--- src/verilog/dma_pkg.sv ---
// What this block does
// - memory access drives memory strobe low
// - I/O access drives I/O strobe low
// - I/O-paced transfers use request, signal end
// - I/O access: one automatic wait plus programmed/external waits
// - memory-mapped I/O gets no automatic wait
// - channel 0 memory copy ignores request input
// - burst keeps bus; steal alternates CPU cycle
// - 64KB crossing adds one idle state
// - channel 0 wins simultaneous requests
// - channel 1 idle during channel 0 copy
// - channel 0 waits until channel 1 releases
// - external bus request suspends at access boundary
// - resume suspended transfer, pending write included
// - count zero clears run enable until rewritten
// - done interrupt level while run clear, enabled
// - non-maskable interrupt clears master enable
// - interrupt suspends after current cycle ends
// - run enable write resumes suspended point
// - reset stops transfer, frees bus, resets control
// - reset keeps addresses and byte counts
// - channel end low during final write
// - request sampled before T3, decides continuation
// - run write needs mask low; copy starts later
package dma_pkg;
    localparam int          CLK_PERIOD_NS  = 100;
    localparam int          CPU_CYCLE_NS   = 300;
    localparam logic [1:0]  CPU_CYCLE_CLKS = 2'((CPU_CYCLE_NS + CLK_PERIOD_NS - 1) / CLK_PERIOD_NS);
    localparam logic [2:0]  AUTO_IO_WAITS  = 3'h1;
    localparam int          CROSS_BIT      = 16;
    localparam logic [15:0] COUNT_DONE     = 16'h0000;
    localparam logic [1:0]  RUN_RESET      = 2'h0;
    localparam logic [1:0]  IRQ_EN_RESET   = 2'h0;
    localparam logic        MASTER_RESET   = 1'b0;

    typedef enum logic [6:0] {
        ST_IDLE = 7'h01, ST_TI = 7'h02, ST_T1 = 7'h04, ST_T2 = 7'h08,
        ST_TW = 7'h10, ST_T3 = 7'h20, ST_STEAL = 7'h40
    } bus_state_e;
    typedef enum logic [2:0] {
        XFER_MEM_MEM = 3'h0, XFER_MEM_IO = 3'h1, XFER_IO_MEM = 3'h2, XFER_MEM_MMIO = 3'h3, XFER_MMIO_MEM = 3'h4
    } ch0_mode_e;
    typedef enum logic [1:0] {STEP_INC = 2'h0, STEP_DEC = 2'h1, STEP_FIX = 2'h2} step_e;
    typedef enum logic [2:0] {
        LD_CH0_SRC = 3'h0, LD_CH0_DST = 3'h1, LD_CH1_MEM = 3'h2, LD_CH1_IO = 3'h3, LD_CH0_COUNT = 3'h4, LD_CH1_COUNT = 3'h5
    } load_sel_e;

    typedef struct packed {
        ch0_mode_e  ch0_mode;
        step_e      ch0_src_step;
        step_e      ch0_dst_step;
        logic       ch0_burst;
        logic       ch1_io_to_mem;
        step_e      ch1_mem_step;
        logic [1:0] wait_count;
    } cfg_s;
    typedef struct packed {
        logic       run_write;
        logic [1:0] run_value;
        logic [1:0] write_mask_n;
        logic       irq_en_write;
        logic [1:0] irq_en_value;
    } ctrl_s;
    typedef struct packed {
        logic       valid;
        load_sel_e  sel;
        logic [19:0] value;
    } load_s;
endpackage : dma_pkg

--- src/verilog/dma_bus_timing_priority_control.sv ---
`timescale 1ns/1ps
module dma_bus_timing_priority_control
    import dma_pkg::*;
(
    input  logic        clk_sys_in,
    input  logic        reset_in,
    input  cfg_s        cfg_in,
    input  ctrl_s       ctrl_in,
    input  load_s       load_in,
    input  logic        ch0_request_n_in,
    input  logic        ch1_request_n_in,
    input  logic        bus_request_n_in,
    input  logic        wait_n_in,
    input  logic        nmi_accept_in,
    input  logic        cpu_irq_enable_flag_in,
    input  logic [7:0]  data_in,
    output logic [19:0] addr_out,
    output logic [7:0]  data_out,
    output logic        mem_request_n_out,
    output logic        io_request_n_out,
    output logic        read_n_out,
    output logic        write_n_out,
    output logic        bus_grant_n_out,
    output logic        dma_bus_owner_out,
    output logic        ch0_end_n_out,
    output logic        ch1_end_n_out,
    output logic        chan0_run_enable_out,
    output logic        chan1_run_enable_out,
    output logic [1:0]  chan_done_irq_enable_out,
    output logic        master_dma_enable_out,
    output logic        dma_irq_out
);
    // ----------------------------------------------------------------
    // state
    // ----------------------------------------------------------------
    bus_state_e  state, next_state;
    logic        phase_wr, next_phase_wr;
    logic        cur_ch, next_cur_ch;
    logic [2:0]  wait_left, next_wait;
    logic [1:0]  steal_cnt, next_steal;
    logic [1:0]  start_delay, next_delay;
    logic        cross_pending, next_cross;
    logic        keep_going, next_keep;
    logic [1:0]  run, next_run;
    logic [1:0]  irq_en, next_irq_en;
    logic        master, next_master;
    logic [7:0]  next_data;
    logic [19:0] ch0_src, next_ch0_src;
    logic [19:0] ch0_dst, next_ch0_dst;
    logic [19:0] ch1_mem, next_ch1_mem;
    logic [15:0] ch1_io, next_ch1_io;
    logic [15:0] ch0_count, next_ch0_count;
    logic [15:0] ch1_count, next_ch1_count;
    logic        cross_now, cur_io, nxt_io, in_cycle, suspend, m2m0, elig0, elig1, go;
    logic [19:0] cur_addr, upd_addr, nxt_addr;

    function automatic logic acc_is_io(input logic ch, input logic wr, input cfg_s c);
        if (ch) begin
            acc_is_io = wr ? !c.ch1_io_to_mem : c.ch1_io_to_mem;
        end else begin
            acc_is_io = wr ? (c.ch0_mode == XFER_MEM_IO) : (c.ch0_mode == XFER_IO_MEM);
        end
    endfunction : acc_is_io

    function automatic logic [19:0] step_addr(input logic [19:0] a, input step_e s);
        unique case (s)
            STEP_INC: step_addr = a + 20'h00001;
            STEP_DEC: step_addr = a - 20'h00001;
            default:  step_addr = a;
        endcase
    endfunction : step_addr

    // ----------------------------------------------------------------
    // channel selection
    // ----------------------------------------------------------------
    assign m2m0    = (cfg_in.ch0_mode == XFER_MEM_MEM);
    // memory copy is self-timed; the request pin is not looked at
    assign elig0   = run[0] && (m2m0 ? (start_delay == 2'h0) : !ch0_request_n_in);
    assign elig1   = run[1] && !ch1_request_n_in && !(run[0] && m2m0);
    assign suspend = !master || !bus_request_n_in;
    assign go      = master && bus_request_n_in && (phase_wr ? run[cur_ch] : (elig0 || elig1));
    assign cur_io  = acc_is_io(cur_ch, phase_wr, cfg_in);
    assign cur_addr = cur_ch ? ((phase_wr == cfg_in.ch1_io_to_mem) ? ch1_mem : {4'h0, ch1_io})
                             : (phase_wr ? ch0_dst : ch0_src);

    // ----------------------------------------------------------------
    // address and count registers
    // ----------------------------------------------------------------
    always_comb begin
        next_ch0_src   = ch0_src;
        next_ch0_dst   = ch0_dst;
        next_ch1_mem   = ch1_mem;
        next_ch1_io    = ch1_io;
        next_ch0_count = ch0_count;
        next_ch1_count = ch1_count;
        if (state == ST_T3) begin
            if (!cur_ch && !phase_wr) begin
                next_ch0_src   = step_addr(ch0_src, cfg_in.ch0_src_step);
                next_ch0_count = ch0_count - 16'h0001;
            end
            if (!cur_ch && phase_wr) begin
                next_ch0_dst = step_addr(ch0_dst, cfg_in.ch0_dst_step);
            end
            if (cur_ch && !phase_wr) begin
                next_ch1_count = ch1_count - 16'h0001;
            end
            if (cur_ch && (phase_wr == cfg_in.ch1_io_to_mem)) begin
                next_ch1_mem = step_addr(ch1_mem, cfg_in.ch1_mem_step);
            end
        end
        if (load_in.valid) begin
            unique case (load_in.sel)
                LD_CH0_SRC:   next_ch0_src   = load_in.value;
                LD_CH0_DST:   next_ch0_dst   = load_in.value;
                LD_CH1_MEM:   next_ch1_mem   = load_in.value;
                LD_CH1_IO:    next_ch1_io    = load_in.value[15:0];
                LD_CH0_COUNT: next_ch0_count = load_in.value[15:0];
                LD_CH1_COUNT: next_ch1_count = load_in.value[15:0];
                default:      next_ch0_src   = ch0_src;
            endcase
        end
    end

    assign upd_addr  = cur_ch ? next_ch1_mem : (phase_wr ? next_ch0_dst : next_ch0_src);
    assign cross_now = (state == ST_T3) && !cur_io && (upd_addr[CROSS_BIT] != cur_addr[CROSS_BIT]);

    // no reset here: software contents survive a reset
    always_ff @(posedge clk_sys_in) begin
        ch0_src   <= next_ch0_src;
        ch0_dst   <= next_ch0_dst;
        ch1_mem   <= next_ch1_mem;
        ch1_io    <= next_ch1_io;
        ch0_count <= next_ch0_count;
        ch1_count <= next_ch1_count;
    end

    // ----------------------------------------------------------------
    // bus sequencer and control bits
    // ----------------------------------------------------------------
    always_comb begin
        next_state    = state;
        next_phase_wr = phase_wr;
        next_cur_ch   = cur_ch;
        next_wait     = wait_left;
        next_steal    = steal_cnt;
        next_delay    = (start_delay != 2'h0) ? start_delay - 2'h1 : start_delay;
        next_cross    = cross_pending;
        next_keep     = keep_going;
        next_run      = run;
        next_irq_en   = irq_en;
        next_master   = master;
        next_data     = data_out;
        unique case (state)
            ST_IDLE: begin
                // arbitration only here, so a running channel 1 keeps the bus
                if (go) begin
                    if (!phase_wr) begin
                        next_cur_ch = !elig0;
                    end
                    next_state = cross_pending ? ST_TI : ST_T1;
                end
            end
            ST_TI: begin
                next_cross = 1'b0;
                next_state = ST_T1;
            end
            ST_T1: begin
                next_wait  = (cur_io ? AUTO_IO_WAITS : 3'h0) + {1'b0, cfg_in.wait_count};
                next_state = ST_T2;
            end
            ST_T2, ST_TW: begin
                if (state == ST_TW && wait_left != 3'h0) begin
                    next_wait = wait_left - 3'h1;
                end
                if ((state == ST_T2 && wait_left != 3'h0) || (state == ST_TW && wait_left > 3'h1) || !wait_n_in) begin
                    next_state = ST_TW;
                end else begin
                    next_state = ST_T3;
                    next_keep  = !(cur_ch ? ch1_request_n_in : ch0_request_n_in);
                end
            end
            ST_T3: begin
                next_cross = cross_now;
                if (!phase_wr) begin
                    next_data     = data_in;
                    next_phase_wr = 1'b1;
                    next_state    = suspend ? ST_IDLE : (cross_now ? ST_TI : ST_T1);
                end else begin
                    next_phase_wr = 1'b0;
                    if ((cur_ch ? ch1_count : ch0_count) == COUNT_DONE) begin
                        next_run[cur_ch] = 1'b0;
                        next_state       = ST_IDLE;
                    end else if (suspend) begin
                        next_state = ST_IDLE;
                    end else if (cur_ch || !m2m0) begin
                        next_state = keep_going ? (cross_now ? ST_TI : ST_T1) : ST_IDLE;
                    end else if (cfg_in.ch0_burst) begin
                        next_state = cross_now ? ST_TI : ST_T1;
                    end else begin
                        next_steal = CPU_CYCLE_CLKS - 2'h1;
                        next_state = ST_STEAL;
                    end
                end
            end
            ST_STEAL: begin
                next_steal = steal_cnt - 2'h1;
                if (steal_cnt == 2'h0) begin
                    next_state = ST_IDLE;
                end
            end
        endcase
        if (nmi_accept_in) begin
            next_master = 1'b0;
        end
        // a software set lands after the hardware clear, so the set wins
        for (int i = 0; i < 2; i++) begin
            if (ctrl_in.run_write && !ctrl_in.write_mask_n[i]) begin
                next_run[i] = ctrl_in.run_value[i];
                if (ctrl_in.run_value[i]) begin
                    next_master = 1'b1;
                    if (i == 0) begin
                        next_delay = CPU_CYCLE_CLKS;
                    end
                end
            end
        end
        if (ctrl_in.irq_en_write) begin
            next_irq_en = ctrl_in.irq_en_value;
        end
    end

    assign in_cycle = (next_state == ST_T1) || (next_state == ST_T2) || (next_state == ST_TW) || (next_state == ST_T3);
    assign nxt_io   = acc_is_io(next_cur_ch, next_phase_wr, cfg_in);
    assign nxt_addr = next_cur_ch ? ((next_phase_wr == cfg_in.ch1_io_to_mem) ? next_ch1_mem : {4'h0, next_ch1_io})
                                  : (next_phase_wr ? next_ch0_dst : next_ch0_src);

    always_ff @(posedge clk_sys_in or posedge reset_in) begin
        if (reset_in) begin
            state                    <= ST_IDLE;
            phase_wr                 <= 1'b0;
            cur_ch                   <= 1'b0;
            wait_left                <= 3'h0;
            steal_cnt                <= 2'h0;
            start_delay              <= 2'h0;
            cross_pending            <= 1'b0;
            keep_going               <= 1'b0;
            run                      <= RUN_RESET;
            irq_en                   <= IRQ_EN_RESET;
            master                   <= MASTER_RESET;
            data_out                 <= 8'h00;
            addr_out                 <= 20'h00000;
            mem_request_n_out        <= 1'b1;
            io_request_n_out         <= 1'b1;
            read_n_out               <= 1'b1;
            write_n_out              <= 1'b1;
            bus_grant_n_out          <= 1'b1;
            dma_bus_owner_out        <= 1'b0;
            ch0_end_n_out            <= 1'b1;
            ch1_end_n_out            <= 1'b1;
            dma_irq_out              <= 1'b0;
        end else begin
            state                    <= next_state;
            phase_wr                 <= next_phase_wr;
            cur_ch                   <= next_cur_ch;
            wait_left                <= next_wait;
            steal_cnt                <= next_steal;
            start_delay              <= next_delay;
            cross_pending            <= next_cross;
            keep_going               <= next_keep;
            run                      <= next_run;
            irq_en                   <= next_irq_en;
            master                   <= next_master;
            data_out                 <= next_data;
            addr_out                 <= in_cycle ? nxt_addr : addr_out;
            mem_request_n_out        <= !(in_cycle && !nxt_io);
            io_request_n_out         <= !(in_cycle && nxt_io);
            read_n_out               <= !(in_cycle && !next_phase_wr);
            write_n_out              <= !(in_cycle && next_phase_wr);
            dma_bus_owner_out        <= (next_state != ST_IDLE) && (next_state != ST_STEAL);
            bus_grant_n_out          <= !(next_state == ST_IDLE && !bus_request_n_in);
            ch0_end_n_out            <= !(in_cycle && next_phase_wr && !next_cur_ch && !m2m0
                                          && next_ch0_count == COUNT_DONE);
            ch1_end_n_out            <= !(in_cycle && next_phase_wr && next_cur_ch
                                          && next_ch1_count == COUNT_DONE);
            dma_irq_out              <= cpu_irq_enable_flag_in && |(~next_run & next_irq_en);
        end
    end

    assign chan0_run_enable_out     = run[0];
    assign chan1_run_enable_out     = run[1];
    assign chan_done_irq_enable_out = irq_en;
    assign master_dma_enable_out    = master;

    // ----------------------------------------------------------------
    // checks
    // ----------------------------------------------------------------
    chk_mem_strobe: assert property (@(posedge clk_sys_in) disable iff (reset_in)
        (state == ST_T2 && !cur_io) |-> !mem_request_n_out && io_request_n_out)
        else $error("memory strobe not low in memory access");
    chk_io_strobe: assert property (@(posedge clk_sys_in) disable iff (reset_in)
        (state == ST_T2 && cur_io) |-> !io_request_n_out && mem_request_n_out)
        else $error("io strobe not low in io access");
    chk_io_wait: assert property (@(posedge clk_sys_in) disable iff (reset_in)
        (state == ST_T2 && cur_io) |=> state == ST_TW)
        else $error("io access lacks its wait state");
    chk_mmio_nowait: assert property (@(posedge clk_sys_in) disable iff (reset_in)
        (state == ST_T1 && !cur_io && cfg_in.wait_count == 2'h0) ##1 wait_n_in |=> state == ST_T3)
        else $error("memory access got an unasked wait");
    chk_cross_idle: assert property (@(posedge clk_sys_in) disable iff (reset_in)
        (state == ST_TI) |=> state == ST_T1 ##1 state == ST_T2 ##1 (state == ST_T3 || state == ST_TW))
        else $error("crossing cycle shorter than four clocks");
    chk_ch0_first: assert property (@(posedge clk_sys_in) disable iff (reset_in)
        (state == ST_IDLE && go && !phase_wr && elig0 && elig1) |=> !cur_ch && state != ST_IDLE)
        else $error("channel 1 served before channel 0");
    chk_done_clear: assert property (@(posedge clk_sys_in) disable iff (reset_in)
        (state == ST_T3 && phase_wr && (cur_ch ? ch1_count : ch0_count) == COUNT_DONE && !ctrl_in.run_write)
        |=> !run[$past(cur_ch)] && state == ST_IDLE)
        else $error("run enable not cleared at count zero");
    chk_nmi_stop: assert property (@(posedge clk_sys_in) disable iff (reset_in)
        (nmi_accept_in && !ctrl_in.run_write) |=> !master_dma_enable_out)
        else $error("nmi left master enable set");
    chk_bus_request_n_yield: assert property (@(posedge clk_sys_in) disable iff (reset_in)
        (state == ST_T3 && !bus_request_n_in) |=> state == ST_IDLE ##1 !bus_grant_n_out || bus_request_n_in)
        else $error("bus not handed over at access boundary");
    chk_end_final: assert property (@(posedge clk_sys_in) disable iff (reset_in)
        (state == ST_T2 && phase_wr && !cur_ch && !m2m0 && ch0_count == COUNT_DONE) |-> !ch0_end_n_out)
        else $error("end output not low in final write");
endmodule : dma_bus_timing_priority_control

--- config.mk ---
export PLATFORM = sky130hd
export DESIGN_NAME = dma_bus_timing_priority_control
export DESIGN_NICKNAME = d
export VERILOG_FILES = /design/src/verilog/dma_pkg.sv /design/src/verilog/dma_bus_timing_priority_control.sv
export SDC_FILE = /design/constraint.sdc
export NUM_CORES = 1
export LEC_CHECK = 0
export BUFFER_PORTS_ARGS = -buffer_cell sky130_fd_sc_hd__buf_2
export CORE_MARGIN = 2
export CORE_UTILIZATION = 35
export DETAILED_ROUTE_END_ITERATION = 16
export PLACE_DENSITY = 0.62
export SYNTH_ARGS = -nofsm -noshare
export SYNTH_HDL_FRONTEND = slang
export SYNTH_SLANG_ARGS = --single-unit
export TNS_END_PERCENT = 5
--- constraint.sdc ---
create_clock -name clk_sys_in -period 3.6 [get_ports clk_sys_in]
set_input_delay 0.54 -clock clk_sys_in [delete_from_list [all_inputs] [get_ports clk_sys_in]]
set_output_delay 0.54 -clock clk_sys_in [all_outputs]
set_load 0.02 [all_outputs]
==> results.sh <==
export IMPL_status="finished, final reports clean"
export IMPL_wl_met1_um=17800
export IMPL_synth_seq_cells=168
export IMPL_dp_cells=2046
export IMPL_min_path_type="primary input to async pin"
export IMPL_setup_violations=0
export IMPL_synth_edf_count=0
export IMPL_antenna_cells=0
export IMPL_ys_types=89
export IMPL_fp_dieH_um=185
export IMPL_nets=1742
export IMPL_clockBufferDepth=2
export IMPL_clock_latency_ns=0.45
export IMPL_drt_total_wl_um=40400
export IMPL_grt_first_pass_wirelength_um=62100
export IMPL_hold_buffers=0
export IMPL_hpwl_um=30300
export IMPL_synth_main_ff_cell="dfxtp_1"
export IMPL_p_seq_frac=0.284
export IMPL_placed_area_mm2=0.0136
export IMPL_clk_transition_reported_paths_ns=0.07
export IMPL_design_area_mm2=0.0146
export IMPL_slew_violations=0
export IMPL_setup_ws_ns=0.0532
export IMPL_yosysWarnings=0
export IMPL_tritoncts="done"
export IMPL_fin_crit_ns=3.55
export IMPL_powerDensity_mw_per_mm2=755
export IMPL_wl_met3_um=2170
export IMPL_synth_common_cells="nand2_1, nor2_1, dfxtp_1, a21oi_1, o21ai_0"
export IMPL_drv_cap=0
export IMPL_yosysTopAreaCellShare=0.189
export IMPL_globalRouteTotalUtil=0.236
export IMPL_tightest_slew_ns=0.710
export IMPL_layout_drive_gt1_share=0.261
export IMPL_rsz0062_at_grt="yes"
export IMPL_intPower_uw=6290
export IMPL_p_comb_frac=0.539
export IMPL_dr_first_iter_drc_count=1001
export IMPL_critical_path_class="primary input to flip-flop"
export IMPL_synthArstFlopShare=0.357
export IMPL_area_growth_pct=27.8
export IMPL_end_kind="flip-flop"
export IMPL_gp_congestion=0.924
export IMPL_ys_top_cells_by_area="dfxtp_1, dfrtp_1, ha_1"
export IMPL_wl_met2_um=19000
export IMPL_ys_seq_area_frac=0.321
export IMPL_core_rowCount=66
export IMPL_worst_path_max_fanout=6
export IMPL_syn_area_per_cell_um2=8.15
export IMPL_whs_ns=0.211
export IMPL_wl_per_cell_um=19.3
export IMPL_irDropWorstVdd_mv=0.531
export IMPL_cts_root_buf="clkbuf_16"
export IMPL_synth_top_cell_by_area="dfxtp_1"
export IMPL_synth_most_common_cell="nand2_1"
export IMPL_startpoint_type="primary input"
export IMPL_instances_no_fill=2088
export IMPL_grt_max_degree=34
export IMPL_io_pins=103
export IMPL_dr_max_layer_used="met4"
export IMPL_fmaxAchievable_ghz=0.282
export IMPL_grt_pass1_vias=11100
export IMPL_dieArea_mm2=0.0341
export IMPL_fill_cells=3191
export IMPL_numCtsBuffers=17
export IMPL_vias=11700
export IMPL_finalClockSkew_ns=0.0176
export IMPL_slew_headroom=0.526
export IMPL_start_util=0.353
export IMPL_io_buffers=102
export IMPL_p_sw_frac=0.430
export IMPL_drc=0
export IMPL_overflow=0
export IMPL_r2r_slack_ns=0.08
export IMPL_pwr_share_clk=0.177
export IMPL_core_area_mm2=0.0324
export IMPL_die_x_um=185
export IMPL_tns_ns=0
export IMPL_dr_pass1_iters=7
export IMPL_fin_crit_sh=0.985
export IMPL_postSynthCellCount=1404
export IMPL_detail_route_antenna_nets=0
export IMPL_place_ws_ns=-0.760
export IMPL_antenna_found_initial=0
export IMPL_vias_per_cell=5.60
export IMPL_timing_hold_violations_final=0
export IMPL_p_switching_uw=4750
export IMPL_required_ns=3.96
export IMPL_h_tree_depth=4
export IMPL_leakage_uw=0.00621
export IMPL_syn_cell_area_mm2=0.0114
export IMPL_crit_arrival_ns=3.91
export IMPL_clock_sinks=168
export IMPL_syn_num_nets=1513
[final cells by class]
| cell class | count | area (um2) | area share |
|---|---|---|---|
| Multi-Input combinational cell | 1118 | 7580 | 0.519 |
| Sequential cell | 168 | 3680 | 0.252 |
| Timing Repair Buffer | 291 | 2050 | 0.140 |
| Tap cell | 442 | 553 | 0.0378 |
| Clock buffer | 18 | 429 | 0.0293 |
| Clock inverter | 14 | 181 | 0.0124 |
| Inverter | 37 | 146 | 0.0100 |
[cells by family after synthesis]
| kind of cell | count (synthesis) | synth area share |
|---|---|---|
| xor+xnor | 67 | 0.0513 |
| buf+inv | 118 | 0.0411 |
| compound gates | 380 | 0.213 |
| flops | 168 | 0.321 |
| mux | 76 | 0.0719 |
| fa+ha+maj | 48 | 0.0538 |
| simple gates | 547 | 0.248 |
[critical path, cell delays in order]
cell and delay [ns]:
buf_6 0.07, nand2b_4 0.15, clkinvlp_4 0.13, buf_12 0.16
ha_4 0.25, a21oi_4 0.13, nor3b_4 0.22, a21oi_2 0.09
o31a_1 0.34, xor2_2 0.20, a221o_1 0.42, mux2i_1 0.16
nand4b_2 0.22, and3_4 0.20, buf_6 0.13, or4_4 0.50
[cells in the final DEF (no fill, tap or decap), types with 26 or more instances in the layout]
cell type,count
nor2_1,123
mux2_2,30
xnor2_1,37
xor2_1,28
buf_2,100
dfrtp_1,50
a21oi_1,92
mux2i_1,29
buf_4,177
inv_1,32
o21ai_0,90
nand2_1,147
or3_1,26
dfxtp_1,106
nand3_1,40
nor4_1,30
ha_1,37
[per-stage QoR]
stage / power, uW / utilization
4_1_cts: 10800 / 0.443
5_1_grt: 11700 / 0.452
6_report: 11000 / 0.452
3_5_place_dp: 8760 / 0.422
3_3_place_gp: 8670 / 0.422
2_1_floorplan: 6670 / -
[timing repair]
action / 4_1_cts / 5_1_grt
gates cloned: 0 / 1
pin swaps: 3 / 12
setup endpoints to repair: 22 / 21
gates resized for setup: 14 / 41
buffers inserted: 2 / 7
[registers in the layout (all words and copies together), names as in the netlist, 3 cells and up]
| register | count |
|---|---|
| addr_out | 20 |
| ch0_dst | 20 |
| ch0_src | 20 |
| ch1_mem | 20 |
| ch0_count | 16 |
| ch1_count | 16 |
| ch1_io | 16 |
| data_out | 8 |
| state | 7 |
| wait_left | 3 |
[power groups by stage]
| stage | registers (uW) | logic, uW | clock network [uW] |
|---|---|---|---|
| 2_1_floorplan | 3160 | 3510 | 0 |
| 3_3_place_gp | 3130 | 5540 | 0 |
| 3_5_place_dp | 3140 | 5630 | 0 |
| 4_1_cts | 3110 | 5720 | 1980 |
| 5_1_grt | 3200 | 6490 | 2040 |
| 6_report | 3130 | 5950 | 1950 |
[metal layers]
layer,vias to the layer above,track usage
met1,5630,0.314
met4,0,0.0867
li1,5580,-
met2,407,0.394
met3,75,0.0279
met5,-,0
[final timing paths]
check | from | endpoint | cells after the start
setup / recovery | cfg_in[7] | ch1_end_n_out$_DFF_PP1_ | 16
hold / removal | reset_in | dma_bus_owner_out$_DFF_PP0_ | 2
setup reg to reg | ch1_count[5]$_DFF_P_ | ch1_end_n_out$_DFF_PP1_ | 11
hold reg to reg | ch1_io[9]$_DFF_P_ | ch1_io[9]$_DFF_P_ | 1
max in group asynchronous | reset_in | addr_out[0]$_DFFE_PP0N_ | 3
min in group clk_sys_in | nmi_accept_in | master_dma_enable_out$_DFF_PP0_ | 2
Note: power is estimated with default switching activity, not from simulation.
